--- src/rsr_pkg.sv ---
/*
 * Constants and types for the run-start and ramp controller: timebase,
 * register offsets, field positions, reset values and the state encoding.
 * Assumes a single 200 MHz system clock.
 */
package rsr_pkg;

  // timebase
  localparam int CLK_PERIOD_NS  = 5;
  localparam int TICK_PERIOD_NS = 10_000_000;
  localparam int TICK_CYCLES    = (TICK_PERIOD_NS + CLK_PERIOD_NS - 1) / CLK_PERIOD_NS;

  // register byte offsets
  localparam logic [7:0] OFS_CTRL        = 8'h00;
  localparam logic [7:0] OFS_ACCEL_TIME  = 8'h04;
  localparam logic [7:0] OFS_DECEL_TIME  = 8'h08;
  localparam logic [7:0] OFS_MAX_FREQ    = 8'h0c;
  localparam logic [7:0] OFS_TARGET_FREQ = 8'h10;
  localparam logic [7:0] OFS_RETRY_COUNT = 8'h14;
  localparam logic [7:0] OFS_RETRY_DELAY = 8'h18;
  localparam logic [7:0] OFS_STATUS      = 8'h1c;
  localparam logic [7:0] OFS_OUT_FREQ    = 8'h20;
  localparam logic [7:0] OFS_INT_STATUS  = 8'h24;
  localparam logic [7:0] OFS_INT_MASK    = 8'h28;

  // control register fields
  localparam int CTRL_SRC_LSB    = 0;
  localparam int CTRL_PWRON      = 3;
  localparam int CTRL_RSTRT      = 4;
  localparam int CTRL_RAMP_REF   = 5;
  localparam int CTRL_TSCALE_LSB = 6;
  localparam int CTRL_SW_RUN     = 8;
  localparam int CTRL_SSOPT_LSB  = 16;
  localparam int SS_PWRON_BIT    = 4;
  localparam int SS_TRIP_BIT     = 2;

  // command sources
  localparam logic [2:0] SRC_RESET        = 3'h1;
  localparam logic [2:0] SRC_TERM_ONE     = 3'h1;
  localparam logic [2:0] SRC_TERM_TWO     = 3'h2;

  // time scale codes and ticks of 10 ms per unit
  localparam logic [1:0]  TS_10MS     = 2'h0;
  localparam logic [1:0]  TS_100MS    = 2'h1;
  localparam logic [1:0]  TS_1S       = 2'h2;
  localparam logic [23:0] TS_MUL_100MS = 24'h00000a;
  localparam logic [23:0] TS_MUL_1S    = 24'h000064;

  // reset values and limits
  localparam logic [15:0] ACCEL_RST   = 16'h00c8;
  localparam logic [15:0] DECEL_RST   = 16'h012c;
  localparam logic [15:0] TIME_MIN    = 16'h0000;
  localparam logic [15:0] TIME_MAX    = 16'h1770;
  localparam logic [15:0] MAXF_RST    = 16'h1770;
  localparam logic [15:0] MAXF_MIN    = 16'h0fa0;
  localparam logic [15:0] MAXF_MAX    = 16'h9c40;
  localparam logic [15:0] RETRY_N_MAX = 16'h000a;
  localparam logic [15:0] RETRY_D_RST = 16'h000a;
  localparam logic [15:0] RETRY_D_MAX = 16'h0258;
  localparam logic [13:0] DLY_TICKS_PER_UNIT = 14'h000a;

  // interrupt bits
  localparam int IRQ_TRIP    = 0;
  localparam int IRQ_START   = 1;
  localparam int IRQ_EXHAUST = 2;
  localparam int IRQ_REACHED = 3;
  localparam int IRQ_W       = 4;

  typedef enum logic [4:0] {
    ST_IDLE     = 5'h01,
    ST_HOLD_OFF = 5'h02,
    ST_RUN      = 5'h04,
    ST_TRIP     = 5'h08,
    ST_RETRY    = 5'h10
  } rsr_state_type;

endpackage : rsr_pkg

--- src/rsr_run_ramp_ctrl.sv ---
/*
 * Run-start gating, trip restart and ramp generator of a motor drive,
 * with an APB register slave and a masked level interrupt.
 * Assumes terminal, trip and reset inputs synchronous to SYS_CLK, and an
 * output stage that honours OUTPUT_EN and follows OUT_FREQ (0.01 Hz units).
 */
//
// Overview of operation
// RULE1: terminal mode plus power-on run starts at power-up
// RULE2: otherwise power-up run waits for off then on
// RULE3: option bit4 requests speed search on power-up start
// RULE4: without search start from zero and accelerate
// RULE5: trip disables output at once, motor coasts
// RULE6: reset-restart resumes from active terminal command
// RULE7: retry count 0..10 and delay 0..60 s
// RULE8: option bit2 requests speed search after trip restart
// RULE9: no reset-restart needs reset then off then on
// RULE10: reference 0 scales ramps to maximum frequency
// RULE11: reference 1 scales ramps to frequency change
// RULE12: accel 20.0 and decel 30.0, range 0..600.0
// RULE13: slope fixed against maximum frequency 40..400 Hz
// RULE14: time unit code selects 0.01, 0.1, 1 s
// RULE15: unit change keeps count, rescales time
// RULE16: count auto restarts, stop when used up
`timescale 1ns/1ps
module rsr_run_ramp_ctrl
  import rsr_pkg::*;
#(
  parameter int TICK_CYCLES_P = TICK_CYCLES
) (
  // clock and reset
  input  wire logic        SYS_CLK,
  input  wire logic        RST,
  // apb slave
  input  wire logic        PSEL,
  input  wire logic        PENABLE,
  input  wire logic        PWRITE,
  input  wire logic [7:0]  PADDR,
  input  wire logic [31:0] PWDATA,
  output logic      [31:0] PRDATA,
  output logic             PREADY,
  output logic             PSLVERR,
  // terminal block and fault inputs
  input  wire logic        RUN_CMD,
  input  wire logic        FAULT_TRIP,
  input  wire logic        FAULT_RESET,
  input  wire logic [15:0] SEARCH_FREQ,
  // output stage
  output logic             OUTPUT_EN,
  output logic             SEARCH_REQ,
  output logic      [15:0] OUT_FREQ,
  output logic             IRQ
);

  function automatic logic [15:0] clamp16(input logic [15:0] v, input logic [15:0] lo,
                                          input logic [15:0] hi);
    clamp16 = (v < lo) ? lo : ((v > hi) ? hi : v);
  endfunction : clamp16

  function automatic logic [23:0] ramp_ticks(input logic [15:0] t, input logic [1:0] ts);
    logic [23:0] w;
    w = {8'h00, t};
    unique case (ts)
      TS_10MS:  ramp_ticks = w;
      TS_100MS: ramp_ticks = w * TS_MUL_100MS;
      default:  ramp_ticks = w * TS_MUL_1S;
    endcase
  endfunction : ramp_ticks

  //////////////////////////////////////////////////////////////////////////
  // registers

  logic [2:0]        src_q;
  logic              pwron_q, rstrt_q, rref_q, swrun_q;
  logic [1:0]        ts_q;
  logic [7:0]        ssopt_q;
  logic [15:0]       accel_q, decel_q, maxf_q, target_q, retry_n_q, retry_d_q;
  logic [IRQ_W-1:0]  int_stat_q, int_mask_q, int_set;
  logic [31:0]       prdata_q;
  logic              wr_en, setup, mapped;
  logic [31:0]       rd_val;
  rsr_state_type     st_q;
  logic [3:0]        retries_q;
  logic              fresh_q;
  logic [15:0]       freq_q;

  assign setup  = PSEL & ~PENABLE;
  assign wr_en  = PSEL & PENABLE & PWRITE & mapped;
  assign PREADY = 1'b1;
  assign PSLVERR = PSEL & PENABLE & ~mapped;
  assign PRDATA = prdata_q;

  always_comb begin
    mapped = 1'b1;
    rd_val = 32'h0000_0000;
    unique case (PADDR)
      OFS_CTRL:        rd_val = {8'h00, ssopt_q, 7'h00, swrun_q, ts_q, rref_q, rstrt_q,
                                 pwron_q, src_q};
      OFS_ACCEL_TIME:  rd_val = {16'h0000, accel_q};
      OFS_DECEL_TIME:  rd_val = {16'h0000, decel_q};
      OFS_MAX_FREQ:    rd_val = {16'h0000, maxf_q};
      OFS_TARGET_FREQ: rd_val = {16'h0000, target_q};
      OFS_RETRY_COUNT: rd_val = {16'h0000, retry_n_q};
      OFS_RETRY_DELAY: rd_val = {16'h0000, retry_d_q};
      OFS_STATUS:      rd_val = {19'h00000, st_q, retries_q, 2'h0, fresh_q, OUTPUT_EN};
      OFS_OUT_FREQ:    rd_val = {16'h0000, freq_q};
      OFS_INT_STATUS:  rd_val = {28'h0000000, int_stat_q};
      OFS_INT_MASK:    rd_val = {28'h0000000, int_mask_q};
      default:         mapped = 1'b0;
    endcase
  end

  // read data is captured in the setup cycle so it comes from a flop
  always_ff @(posedge SYS_CLK) begin
    if (RST) begin
      prdata_q <= 32'h0000_0000;
    end else if (setup) begin
      prdata_q <= rd_val;
    end
  end

  always_ff @(posedge SYS_CLK) begin
    if (RST) begin
      src_q     <= SRC_RESET;
      pwron_q   <= 1'b0;
      rstrt_q   <= 1'b0;
      rref_q    <= 1'b0;
      ts_q      <= TS_100MS;
      swrun_q   <= 1'b0;
      ssopt_q   <= 8'h00;
      accel_q   <= ACCEL_RST;
      decel_q   <= DECEL_RST;
      maxf_q    <= MAXF_RST;
      target_q  <= 16'h0000;
      retry_n_q <= 16'h0000;
      retry_d_q <= RETRY_D_RST;
    end else if (wr_en) begin
      unique case (PADDR)
        OFS_CTRL: begin
          src_q   <= PWDATA[CTRL_SRC_LSB +: 3];
          pwron_q <= PWDATA[CTRL_PWRON];
          rstrt_q <= PWDATA[CTRL_RSTRT];
          rref_q  <= PWDATA[CTRL_RAMP_REF];
          swrun_q <= PWDATA[CTRL_SW_RUN];
          ssopt_q <= PWDATA[CTRL_SSOPT_LSB +: 8];
          // RULE14 unit code, unused code 3 ignored
          if (PWDATA[CTRL_TSCALE_LSB +: 2] != 2'h3) begin
            ts_q <= PWDATA[CTRL_TSCALE_LSB +: 2];
          end
        end
        // RULE12 ramp times clamped to range
        OFS_ACCEL_TIME:  accel_q   <= clamp16(PWDATA[15:0], TIME_MIN, TIME_MAX);
        OFS_DECEL_TIME:  decel_q   <= clamp16(PWDATA[15:0], TIME_MIN, TIME_MAX);
        // RULE13 maximum frequency range
        OFS_MAX_FREQ:    maxf_q    <= clamp16(PWDATA[15:0], MAXF_MIN, MAXF_MAX);
        OFS_TARGET_FREQ: target_q  <= PWDATA[15:0];
        // RULE7 retry count and delay ranges
        OFS_RETRY_COUNT: retry_n_q <= clamp16(PWDATA[15:0], TIME_MIN, RETRY_N_MAX);
        OFS_RETRY_DELAY: retry_d_q <= clamp16(PWDATA[15:0], TIME_MIN, RETRY_D_MAX);
        default: ;
      endcase
    end
  end

  // sticky events: a set in the clearing cycle wins
  always_ff @(posedge SYS_CLK) begin
    if (RST) begin
      int_stat_q <= 4'h0;
      int_mask_q <= 4'h0;
    end else begin
      if (wr_en && PADDR == OFS_INT_STATUS) begin
        int_stat_q <= int_set | (int_stat_q & ~PWDATA[IRQ_W-1:0]);
      end else begin
        int_stat_q <= int_set | int_stat_q;
      end
      if (wr_en && PADDR == OFS_INT_MASK) begin
        int_mask_q <= PWDATA[IRQ_W-1:0];
      end
    end
  end

  assign IRQ = |(int_stat_q & int_mask_q);

  //////////////////////////////////////////////////////////////////////////
  // timebase and run control

  logic [21:0] tick_cnt_q;
  logic        tick_en;
  logic [13:0] dly_q;
  logic        term, run_src, start_go, start_search, search_q, blocked;
  logic        trip_rst_ok;
  rsr_state_type st_d;

  assign tick_en = (tick_cnt_q == 22'(TICK_CYCLES_P - 1));

  always_ff @(posedge SYS_CLK) begin
    if (RST || tick_en) begin
      tick_cnt_q <= 22'h000000;
    end else begin
      tick_cnt_q <= tick_cnt_q + 22'h000001;
    end
  end

  assign term    = (src_q == SRC_TERM_ONE) || (src_q == SRC_TERM_TWO);
  assign run_src = term ? RUN_CMD : swrun_q;
  // RULE2 command already on since power-up is ignored
  assign blocked = term & fresh_q & ~pwron_q;
  assign trip_rst_ok = (st_q == ST_TRIP) & ~FAULT_TRIP & FAULT_RESET & (retries_q == 4'h0);

  always_comb begin
    st_d         = st_q;
    start_go     = 1'b0;
    start_search = 1'b0;
    unique case (st_q)
      ST_IDLE: begin
        if (run_src && blocked) begin
          st_d = ST_HOLD_OFF;
        end else if (run_src) begin
          // RULE1 power-up start from active terminal command
          st_d         = ST_RUN;
          start_go     = 1'b1;
          // RULE3 search on power-up start
          start_search = term & fresh_q & ssopt_q[SS_PWRON_BIT];
        end
      end
      ST_HOLD_OFF: begin
        if (!run_src) begin
          st_d = ST_IDLE;
        end
      end
      ST_RUN: begin
        if (!run_src && freq_q == 16'h0000) begin
          st_d = ST_IDLE;
        end
      end
      ST_TRIP: begin
        // RULE16 auto restart only while count remains
        if (!FAULT_TRIP && retries_q != 4'h0) begin
          st_d = ST_RETRY;
        end else if (trip_rst_ok && rstrt_q && term && run_src) begin
          // RULE6 resume after trip reset
          st_d         = ST_RUN;
          start_go     = 1'b1;
          // RULE8 search after trip restart
          start_search = ssopt_q[SS_TRIP_BIT];
        end else if (trip_rst_ok) begin
          // RULE9 needs off then on again
          st_d = run_src ? ST_HOLD_OFF : ST_IDLE;
        end
      end
      ST_RETRY: begin
        if (dly_q == 14'h0000) begin
          st_d         = run_src ? ST_RUN : ST_IDLE;
          start_go     = run_src;
          start_search = run_src & ssopt_q[SS_TRIP_BIT];
        end
      end
    endcase
    // RULE5 trip overrides every state
    if (FAULT_TRIP) begin
      st_d         = ST_TRIP;
      start_go     = 1'b0;
      start_search = 1'b0;
    end
  end

  always_ff @(posedge SYS_CLK) begin
    if (RST) begin
      st_q <= ST_IDLE;
    end else begin
      st_q <= st_d;
    end
  end

  // power-up marker follows the terminal input itself, so a source
  // change while the command is held keeps the power-up case alive
  always_ff @(posedge SYS_CLK) begin
    if (RST) begin
      fresh_q <= 1'b1;
    end else if (!RUN_CMD || start_go) begin
      fresh_q <= 1'b0;
    end
  end

  // RULE16 reload on a fresh start, spend one per auto restart
  always_ff @(posedge SYS_CLK) begin
    if (RST) begin
      retries_q <= 4'h0;
    end else if (start_go && st_q == ST_IDLE) begin
      retries_q <= retry_n_q[3:0];
    end else if (st_q == ST_RETRY && st_d != ST_RETRY && st_d != ST_TRIP) begin
      retries_q <= retries_q - 4'h1;
    end
  end

  // RULE7 restart delay counted in 10 ms ticks
  always_ff @(posedge SYS_CLK) begin
    if (RST) begin
      dly_q <= 14'h0000;
    end else if (st_q == ST_TRIP) begin
      dly_q <= 14'(retry_d_q[9:0] * DLY_TICKS_PER_UNIT);
    end else if (tick_en && dly_q != 14'h0000) begin
      dly_q <= dly_q - 14'h0001;
    end
  end

  always_ff @(posedge SYS_CLK) begin
    if (RST) begin
      search_q <= 1'b0;
    end else begin
      search_q <= start_go & start_search;
    end
  end

  // RULE5 output gated combinationally so the trip cuts it in-cycle
  assign OUTPUT_EN  = (st_q == ST_RUN) & ~FAULT_TRIP;
  assign SEARCH_REQ = search_q;

  //////////////////////////////////////////////////////////////////////////
  // ramp generator: one 0.01 Hz step per clock while the accumulator
  // holds a full period; at most span steps per tick, far below the
  // clock count of a tick

  logic [15:0] tgt_eff, tgt_prev_q, seg_span_q, span, diff, search_f;
  logic [23:0] acc_q, den;
  logic        up, moving, at_tgt_q;

  assign tgt_eff  = (st_q == ST_RUN && run_src) ? ((target_q > maxf_q) ? maxf_q : target_q)
                                                 : 16'h0000;
  assign up       = tgt_eff > freq_q;
  assign moving   = tgt_eff != freq_q;
  assign diff     = up ? tgt_eff - freq_q : freq_q - tgt_eff;
  assign search_f = (SEARCH_FREQ > maxf_q) ? maxf_q : SEARCH_FREQ;
  // RULE10 RULE13 span is the maximum frequency, else RULE11 the change
  assign span     = rref_q ? seg_span_q : maxf_q;
  // RULE15 stored count reinterpreted live in the current unit
  assign den      = up ? ramp_ticks(accel_q, ts_q) : ramp_ticks(decel_q, ts_q);

  always_ff @(posedge SYS_CLK) begin
    if (RST) begin
      freq_q     <= 16'h0000;
      acc_q      <= 24'h000000;
      tgt_prev_q <= 16'h0000;
      seg_span_q <= 16'h0000;
    end else if (FAULT_TRIP || st_q == ST_TRIP) begin
      freq_q <= 16'h0000;
      acc_q  <= 24'h000000;
    end else if (start_go) begin
      // RULE4 standstill start unless a search was requested
      freq_q     <= start_search ? search_f : 16'h0000;
      acc_q      <= 24'h000000;
      tgt_prev_q <= 16'h0000;
    end else if (tgt_eff != tgt_prev_q) begin
      // RULE11 segment span latched at each new target
      tgt_prev_q <= tgt_eff;
      seg_span_q <= diff;
      acc_q      <= 24'h000000;
    end else if (!moving) begin
      acc_q <= 24'h000000;
    end else if (den == 24'h000000) begin
      freq_q <= tgt_eff;
    end else if (tick_en) begin
      acc_q <= acc_q + {8'h00, span};
    end else if (acc_q >= den) begin
      freq_q <= up ? freq_q + 16'h0001 : freq_q - 16'h0001;
      acc_q  <= acc_q - den;
    end
  end

  assign OUT_FREQ = freq_q;

  always_ff @(posedge SYS_CLK) begin
    if (RST) begin
      at_tgt_q <= 1'b1;
    end else begin
      at_tgt_q <= ~moving;
    end
  end

  assign int_set[IRQ_TRIP]    = FAULT_TRIP & (st_q != ST_TRIP);
  assign int_set[IRQ_START]   = start_go;
  assign int_set[IRQ_EXHAUST] = FAULT_TRIP & (st_q != ST_TRIP) & (retry_n_q != 16'h0000)
                                & (retries_q == 4'h0);
  assign int_set[IRQ_REACHED] = (st_q == ST_RUN) & ~moving & ~at_tgt_q & (tgt_eff != 16'h0000);
endmodule : rsr_run_ramp_ctrl

--- config.mk ---
export PLATFORM = sky130hd
export DESIGN_NAME = rsr_run_ramp_ctrl
export DESIGN_NICKNAME = d
export VERILOG_FILES = /design/src/rsr_pkg.sv /design/src/rsr_run_ramp_ctrl.sv
export SDC_FILE = /design/constraint.sdc
export NUM_CORES = 1
export LEC_CHECK = 0
export ABC_AREA = 1
export BUFFER_PORTS_ARGS = -buffer_cell sky130_fd_sc_hd__buf_2
export CORE_MARGIN = 3
export CORE_UTILIZATION = 30
export CTS_CLUSTER_SIZE = 16
export DETAILED_ROUTE_END_ITERATION = 7
export GPL_ROUTABILITY_DRIVEN = 0
export PLACE_DENSITY = 0.47
export SETUP_SLACK_MARGIN = 0.2
export SYNTH_ARGS = -nofsm -noshare
export SYNTH_HDL_FRONTEND = slang
export SYNTH_SLANG_ARGS = --single-unit
--- constraint.sdc ---
create_clock -name SYS_CLK -period 7.4 [get_ports SYS_CLK]
set_input_delay 0.74 -clock SYS_CLK [delete_from_list [all_inputs] [get_ports SYS_CLK]]
set_output_delay 0.74 -clock SYS_CLK [all_outputs]
set_load 0.02 [all_outputs]
==> PnR_summary.wiki <==
{| class="wikitable"
! Metric !! Value
|-
| Total number of vias || between 20000 and 30000
|-
| Transition at the pin with the smallest max-transition slack || between 1 and 1.5 ns
|-
| GR Overflow Total || 0
|-
| Initial antenna violation count || 2
|-
| Internal reg-to-reg setup slack || roughly 0.86 ns
|-
| Data required time at the worst endpoint || about 7.9 ns
|-
| CTS H-Tree Depth || 2
|-
| Count of buffering cells on the critical path with inverters included || 8
|-
| Average via count per standard cell || around 5.2
|-
| Total standard cell area after synthesis || around 25000 µm²
|-
| Final setup viols || 0
|-
| Crit path top cell by count || sky130_fd_sc_hd__nand2_1
|-
| DRT antenna net count || 0
|-
| Avg Cell Area, Syn || roughly 6.5 µm²
|-
| Biggest fanout along the worst timing path || 26
|-
| Via count of the first global-routing pass || 23700
|-
| Vertical extent of the die || between 200 and 300 µm
|-
| Routed length on met3 || about 4700 µm
|-
| Flops & latches, synth || about 270
|-
| R2R Path End || acc_q[2]$_SDFFE_PP0P_
|-
| Power share of the combinational group || around 14%
|-
| Worst hold path depth || 3
|-
| Peak clock frequency supported by timing || 0.153 GHz
|-
| Clock Root Buffer || sky130_fd_sc_hd__clkbuf_16
|-
| Number of cell instances on the worst register-to-register path || just over 40
|-
| I/O pins || approximately 120
|-
| Half-perimeter wire length after placement || approximately 76000 µm
|-
| Synth async-reset ratio || 0%
|-
| Worst hold path class || primary input to flip-flop
|-
| Avg WL per Cell || a little under 20 µm
|-
| Overall routed net length || slightly below 100000 µm
|-
| Net count of the finished layout || 4282
|-
| Final instance area || around 28000 µm²
|-
| Post-Synthesis Cells || roughly 3800
|-
| Fraction of layout instances using a drive strength above 1 || under 10%
|-
| Predominant post-synthesis flop cell || sky130_fd_sc_hd__dfxtp_1
|-
| Sequential share of power || 36.5%
|-
| CTS buffer count || 37
|-
| Int Power || 2.81 mW
|-
| Net switching power figure || ~1.2 mW
|-
| Pwr per Cell Area || 144 nW/µm²
|-
| Clock transition time at the flip-flop clock pins of the worst setup and hold paths || 0.07 ns
|-
| Yosys warning count || 0
|-
| Slowest stage cell, crit path || sky130_fd_sc_hd__ha_1
|-
| Post-synth top area share || a little over a fifth
|-
| Setup TNS || 0 ns
|-
| Count of TritonRoute iterations in the first routing pass || 6
|-
| CTS tree || done
|-
| First-pass GRT wire length || ~150000 µm
|-
| Endpoints failing hold || 0
|-
| Amount of wire on met2 after detailed routing || about 43000 µm
|-
| Leading cell type in the layout, fill and taps excluded || sky130_fd_sc_hd__nand2_1
|-
| Worst setup path category || flip-flop to flip-flop
|-
| Unrepaired setup endpoints after global routing || false
|-
| Area growth syn-to-layout || 12.0%
|-
| Layout fillers || approximately 9000
|-
| Peak per-stage delay on the critical path || approximately 0.41 ns
|-
| Share of the core filled with cells in the final layout || around 34%
|-
| Cell types with the largest area share after synthesis || sky130_fd_sc_hd__dfxtp_1 (21%), sky130_fd_sc_hd__ha_1 (15%), sky130_fd_sc_hd__nand2_1 (12%), sky130_fd_sc_hd__inv_1 (8.0%), sky130_fd_sc_hd__a21oi_1 (7.1%)
|-
| Design Power || about 4 mW
|-
| Run status || complete, no violations
|-
| Relative slew slack || ~17%
|-
| Post-synthesis sequential area ratio || a little over a fifth
|-
| Endpoint with the worst hold slack || ssopt_q[1]$_SDFFE_PP0P_
|-
| Initial drt markers || approximately 2100
|-
| Most frequent cells in the layout || sky130_fd_sc_hd__nand2_1 (768), sky130_fd_sc_hd__inv_1 (526), sky130_fd_sc_hd__nor2_1 (388)
|-
| Element type at the critical path end || flip-flop
|-
| Family with the most delay on the worst path || simple AND/OR/NAND/NOR gates
|-
| Crit path time final || around 6.5 ns
|-
| Origin of the worst min-delay path || PWDATA[17]
|-
| Arrival time at the worst endpoint || ~7.0 ns
|-
| Final hold slack || 0.405 ns
|-
| Number of inserted diodes || 0
|-
| Clock latency on the worst-skew pair || around 0.57 ns
|-
| Clock Skew || ~0.025 ns
|-
| Critical register-to-register path startpoint || maxf_q[11]$_SDFFE_PP0P_
|-
| Instance area after placement || ~26000 µm²
|-
| Count of different cell masters after synthesis || 63
|-
| Type of origin of the critical path || flip-flop
|-
| VDD IR max || roughly 0.15 mV
|-
| Maximum number of pins on one net before global-route repair || 67
|-
| Initial Util || 30.5%
|-
| Highest signal layer in the routed design || met4
|-
| Max Transition Viols Final || 0
|-
| DRC violations left || 0
|-
| Ratio of final minimum period to clock period || roughly nine tenths
|-
| Routed metal-1 wire length || 45200 µm
|-
| Core area || a little over 80000 µm²
|-
| Overall routing resource usage || a little over a fifth
|-
| Placement Rows || 104
|-
| Quantity of I/O buffers inserted on ports || about 100
|-
| Floorplan die area || between 80000 and 90000 µm²
|-
| Static power due to leakage || 13.4 nW
|-
| Part of the power in the clock network || 49.0%
|-
| Max Cap Violations || 0
|-
| Num Clock Sinks || around 270
|-
| Post-synth EDFFs || 0
|-
| Yosys top cell by area || sky130_fd_sc_hd__dfxtp_1
|-
| Post-CTS repair timing setup buffer count || 0
|-
| Chip width || 293 µm
|-
| Maximum root-to-sink buffer count || 3
|-
| Switching Share || 29.4%
|}
## power by group through the flow
stage	logic [mW]	registers [mW]	clock network (mW)
4_1_cts	0.569	1.45	1.99
6_report	0.575	1.45	1.95
2_1_floorplan	0.396	1.48	0
5_1_grt	0.640	1.45	2.04
3_5_place_dp	0.566	1.48	0
3_3_place_gp	0.568	1.48	0
## synthesized netlist by cell type, drive strengths merged, types with 8 or more instances
library cell / n
nand2: 783
inv: 537
nor2: 397
a21oi: 355
o21ai: 305
nand3: 298
ha: 295
dfxtp: 265
clkbuf: 67
nand4: 64
nor3: 57
o22ai: 53
buf: 49
xor2: 38
fa: 30
xnor2: 22
nor4: 19
a221oi: 16
a21o: 15
a31oi: 15
a211oi: 14
nand3b: 14
o211ai: 14
o221ai: 14
or2: 11
o21a: 10
a22oi: 9
o41ai: 8
## worst max-delay path by stage
stage | to | start | slack, ns | depth (start not counted)
2_1_floorplan | OUT_FREQ[12]$_SDFFE_PP0P_ | maxf_q[9]$_SDFFE_PP1P_ | 1.74 | 39
3_3_place_gp | OUT_FREQ[7]$_SDFFE_PP0P_ | maxf_q[1]$_SDFFE_PP0P_ | 0.64 | 44
3_5_place_dp | acc_q[16]$_SDFFE_PP0P_ | RUN_CMD | 0.56 | 36
4_1_cts | acc_q[16]$_SDFFE_PP0P_ | maxf_q[11]$_SDFFE_PP0P_ | 0.53 | 42
5_1_grt | acc_q[20]$_SDFFE_PP0P_ | maxf_q[1]$_SDFFE_PP0P_ | 0.28 | 45
6_report | acc_q[2]$_SDFFE_PP0P_ | maxf_q[11]$_SDFFE_PP0P_ | 0.86 | 41
## worst reg2reg max path: cells and delay by family (launching register included)
family                     cells  cell delay, ns
DFF                            1            0.32
adders and majority gates      3            1.11
and+or+nand+nor               27            3.65
AOI/OAI and AO/OA              3            0.34
buffers and inverters          8            1.00
## per-layer routing
layer | vias up | GRT usage, %
met5 | - | 0
met1 | 11900 | 30.2
met3 | 122 | 2.52
li1 | 13000 | -
met2 | 656 | 35.9
met4 | 0 | 6.41
## logic make-up (layout without fill, tap and decap cells)
group	Yosys count	in the layout	synth area share, %
compound gates	859	859	19.4
buf+inv	659	753	10.6
xor+xnor	60	60	2.13
flops	265	265	21.5
fa+ha+maj	325	325	17.4
other cells	2	9	0.0304
mux	1	1	0.0405
simple gates	1649	1649	28.9
## metrics by stage
| step | worst slack (ns) | cells |
|---|---|---|
| after floorplan | 1.74 | 3827 |
| after global routing | 0.275 | 4981 |
| after CTS | 0.533 | 4981 |
| after global placement | 0.643 | 4914 |
| after detailed placement | 0.564 | 4914 |
| final | 0.862 | 4981 |
## what timing repair did
item	CTS	global route
setup endpoints to repair	0	39
endpoints found under the hold margin	0	0
gates resized for setup	0	9
hold buffers	0	0
## final cells by class
class	instances	area (µm²)	share of cell area, %
repair buffers	143	828	2.99
well taps	1060	1330	4.79
clock buffers	52	1070	3.87
inverters	543	2050	7.40
multi-input cells	2903	16900	60.9
clock inverters	15	234	0.845
flip-flops and latches	265	5310	19.2
## state kept, by name, indices dropped and copies added (netlist names), 2 cells and up
| register | count |
|---|---|
| retry_n_q | 16 |
| accel_q | 16 |
| retries_q | 4 |
| ssopt_q | 8 |
| acc_q | 24 |
| src_q | 3 |
| st_q | 5 |
| ts_q | 2 |
| tick_cnt_q | 22 |
| seg_span_q | 16 |
| maxf_q | 16 |
| PRDATA | 24 |
| OUT_FREQ | 16 |
| dly_q | 14 |
| decel_q | 16 |
| target_q | 16 |
| int_mask_q | 4 |
| retry_d_q | 16 |
| int_stat_q | 4 |
| tgt_prev_q | 16 |
(Power assumes the default switching activity.)
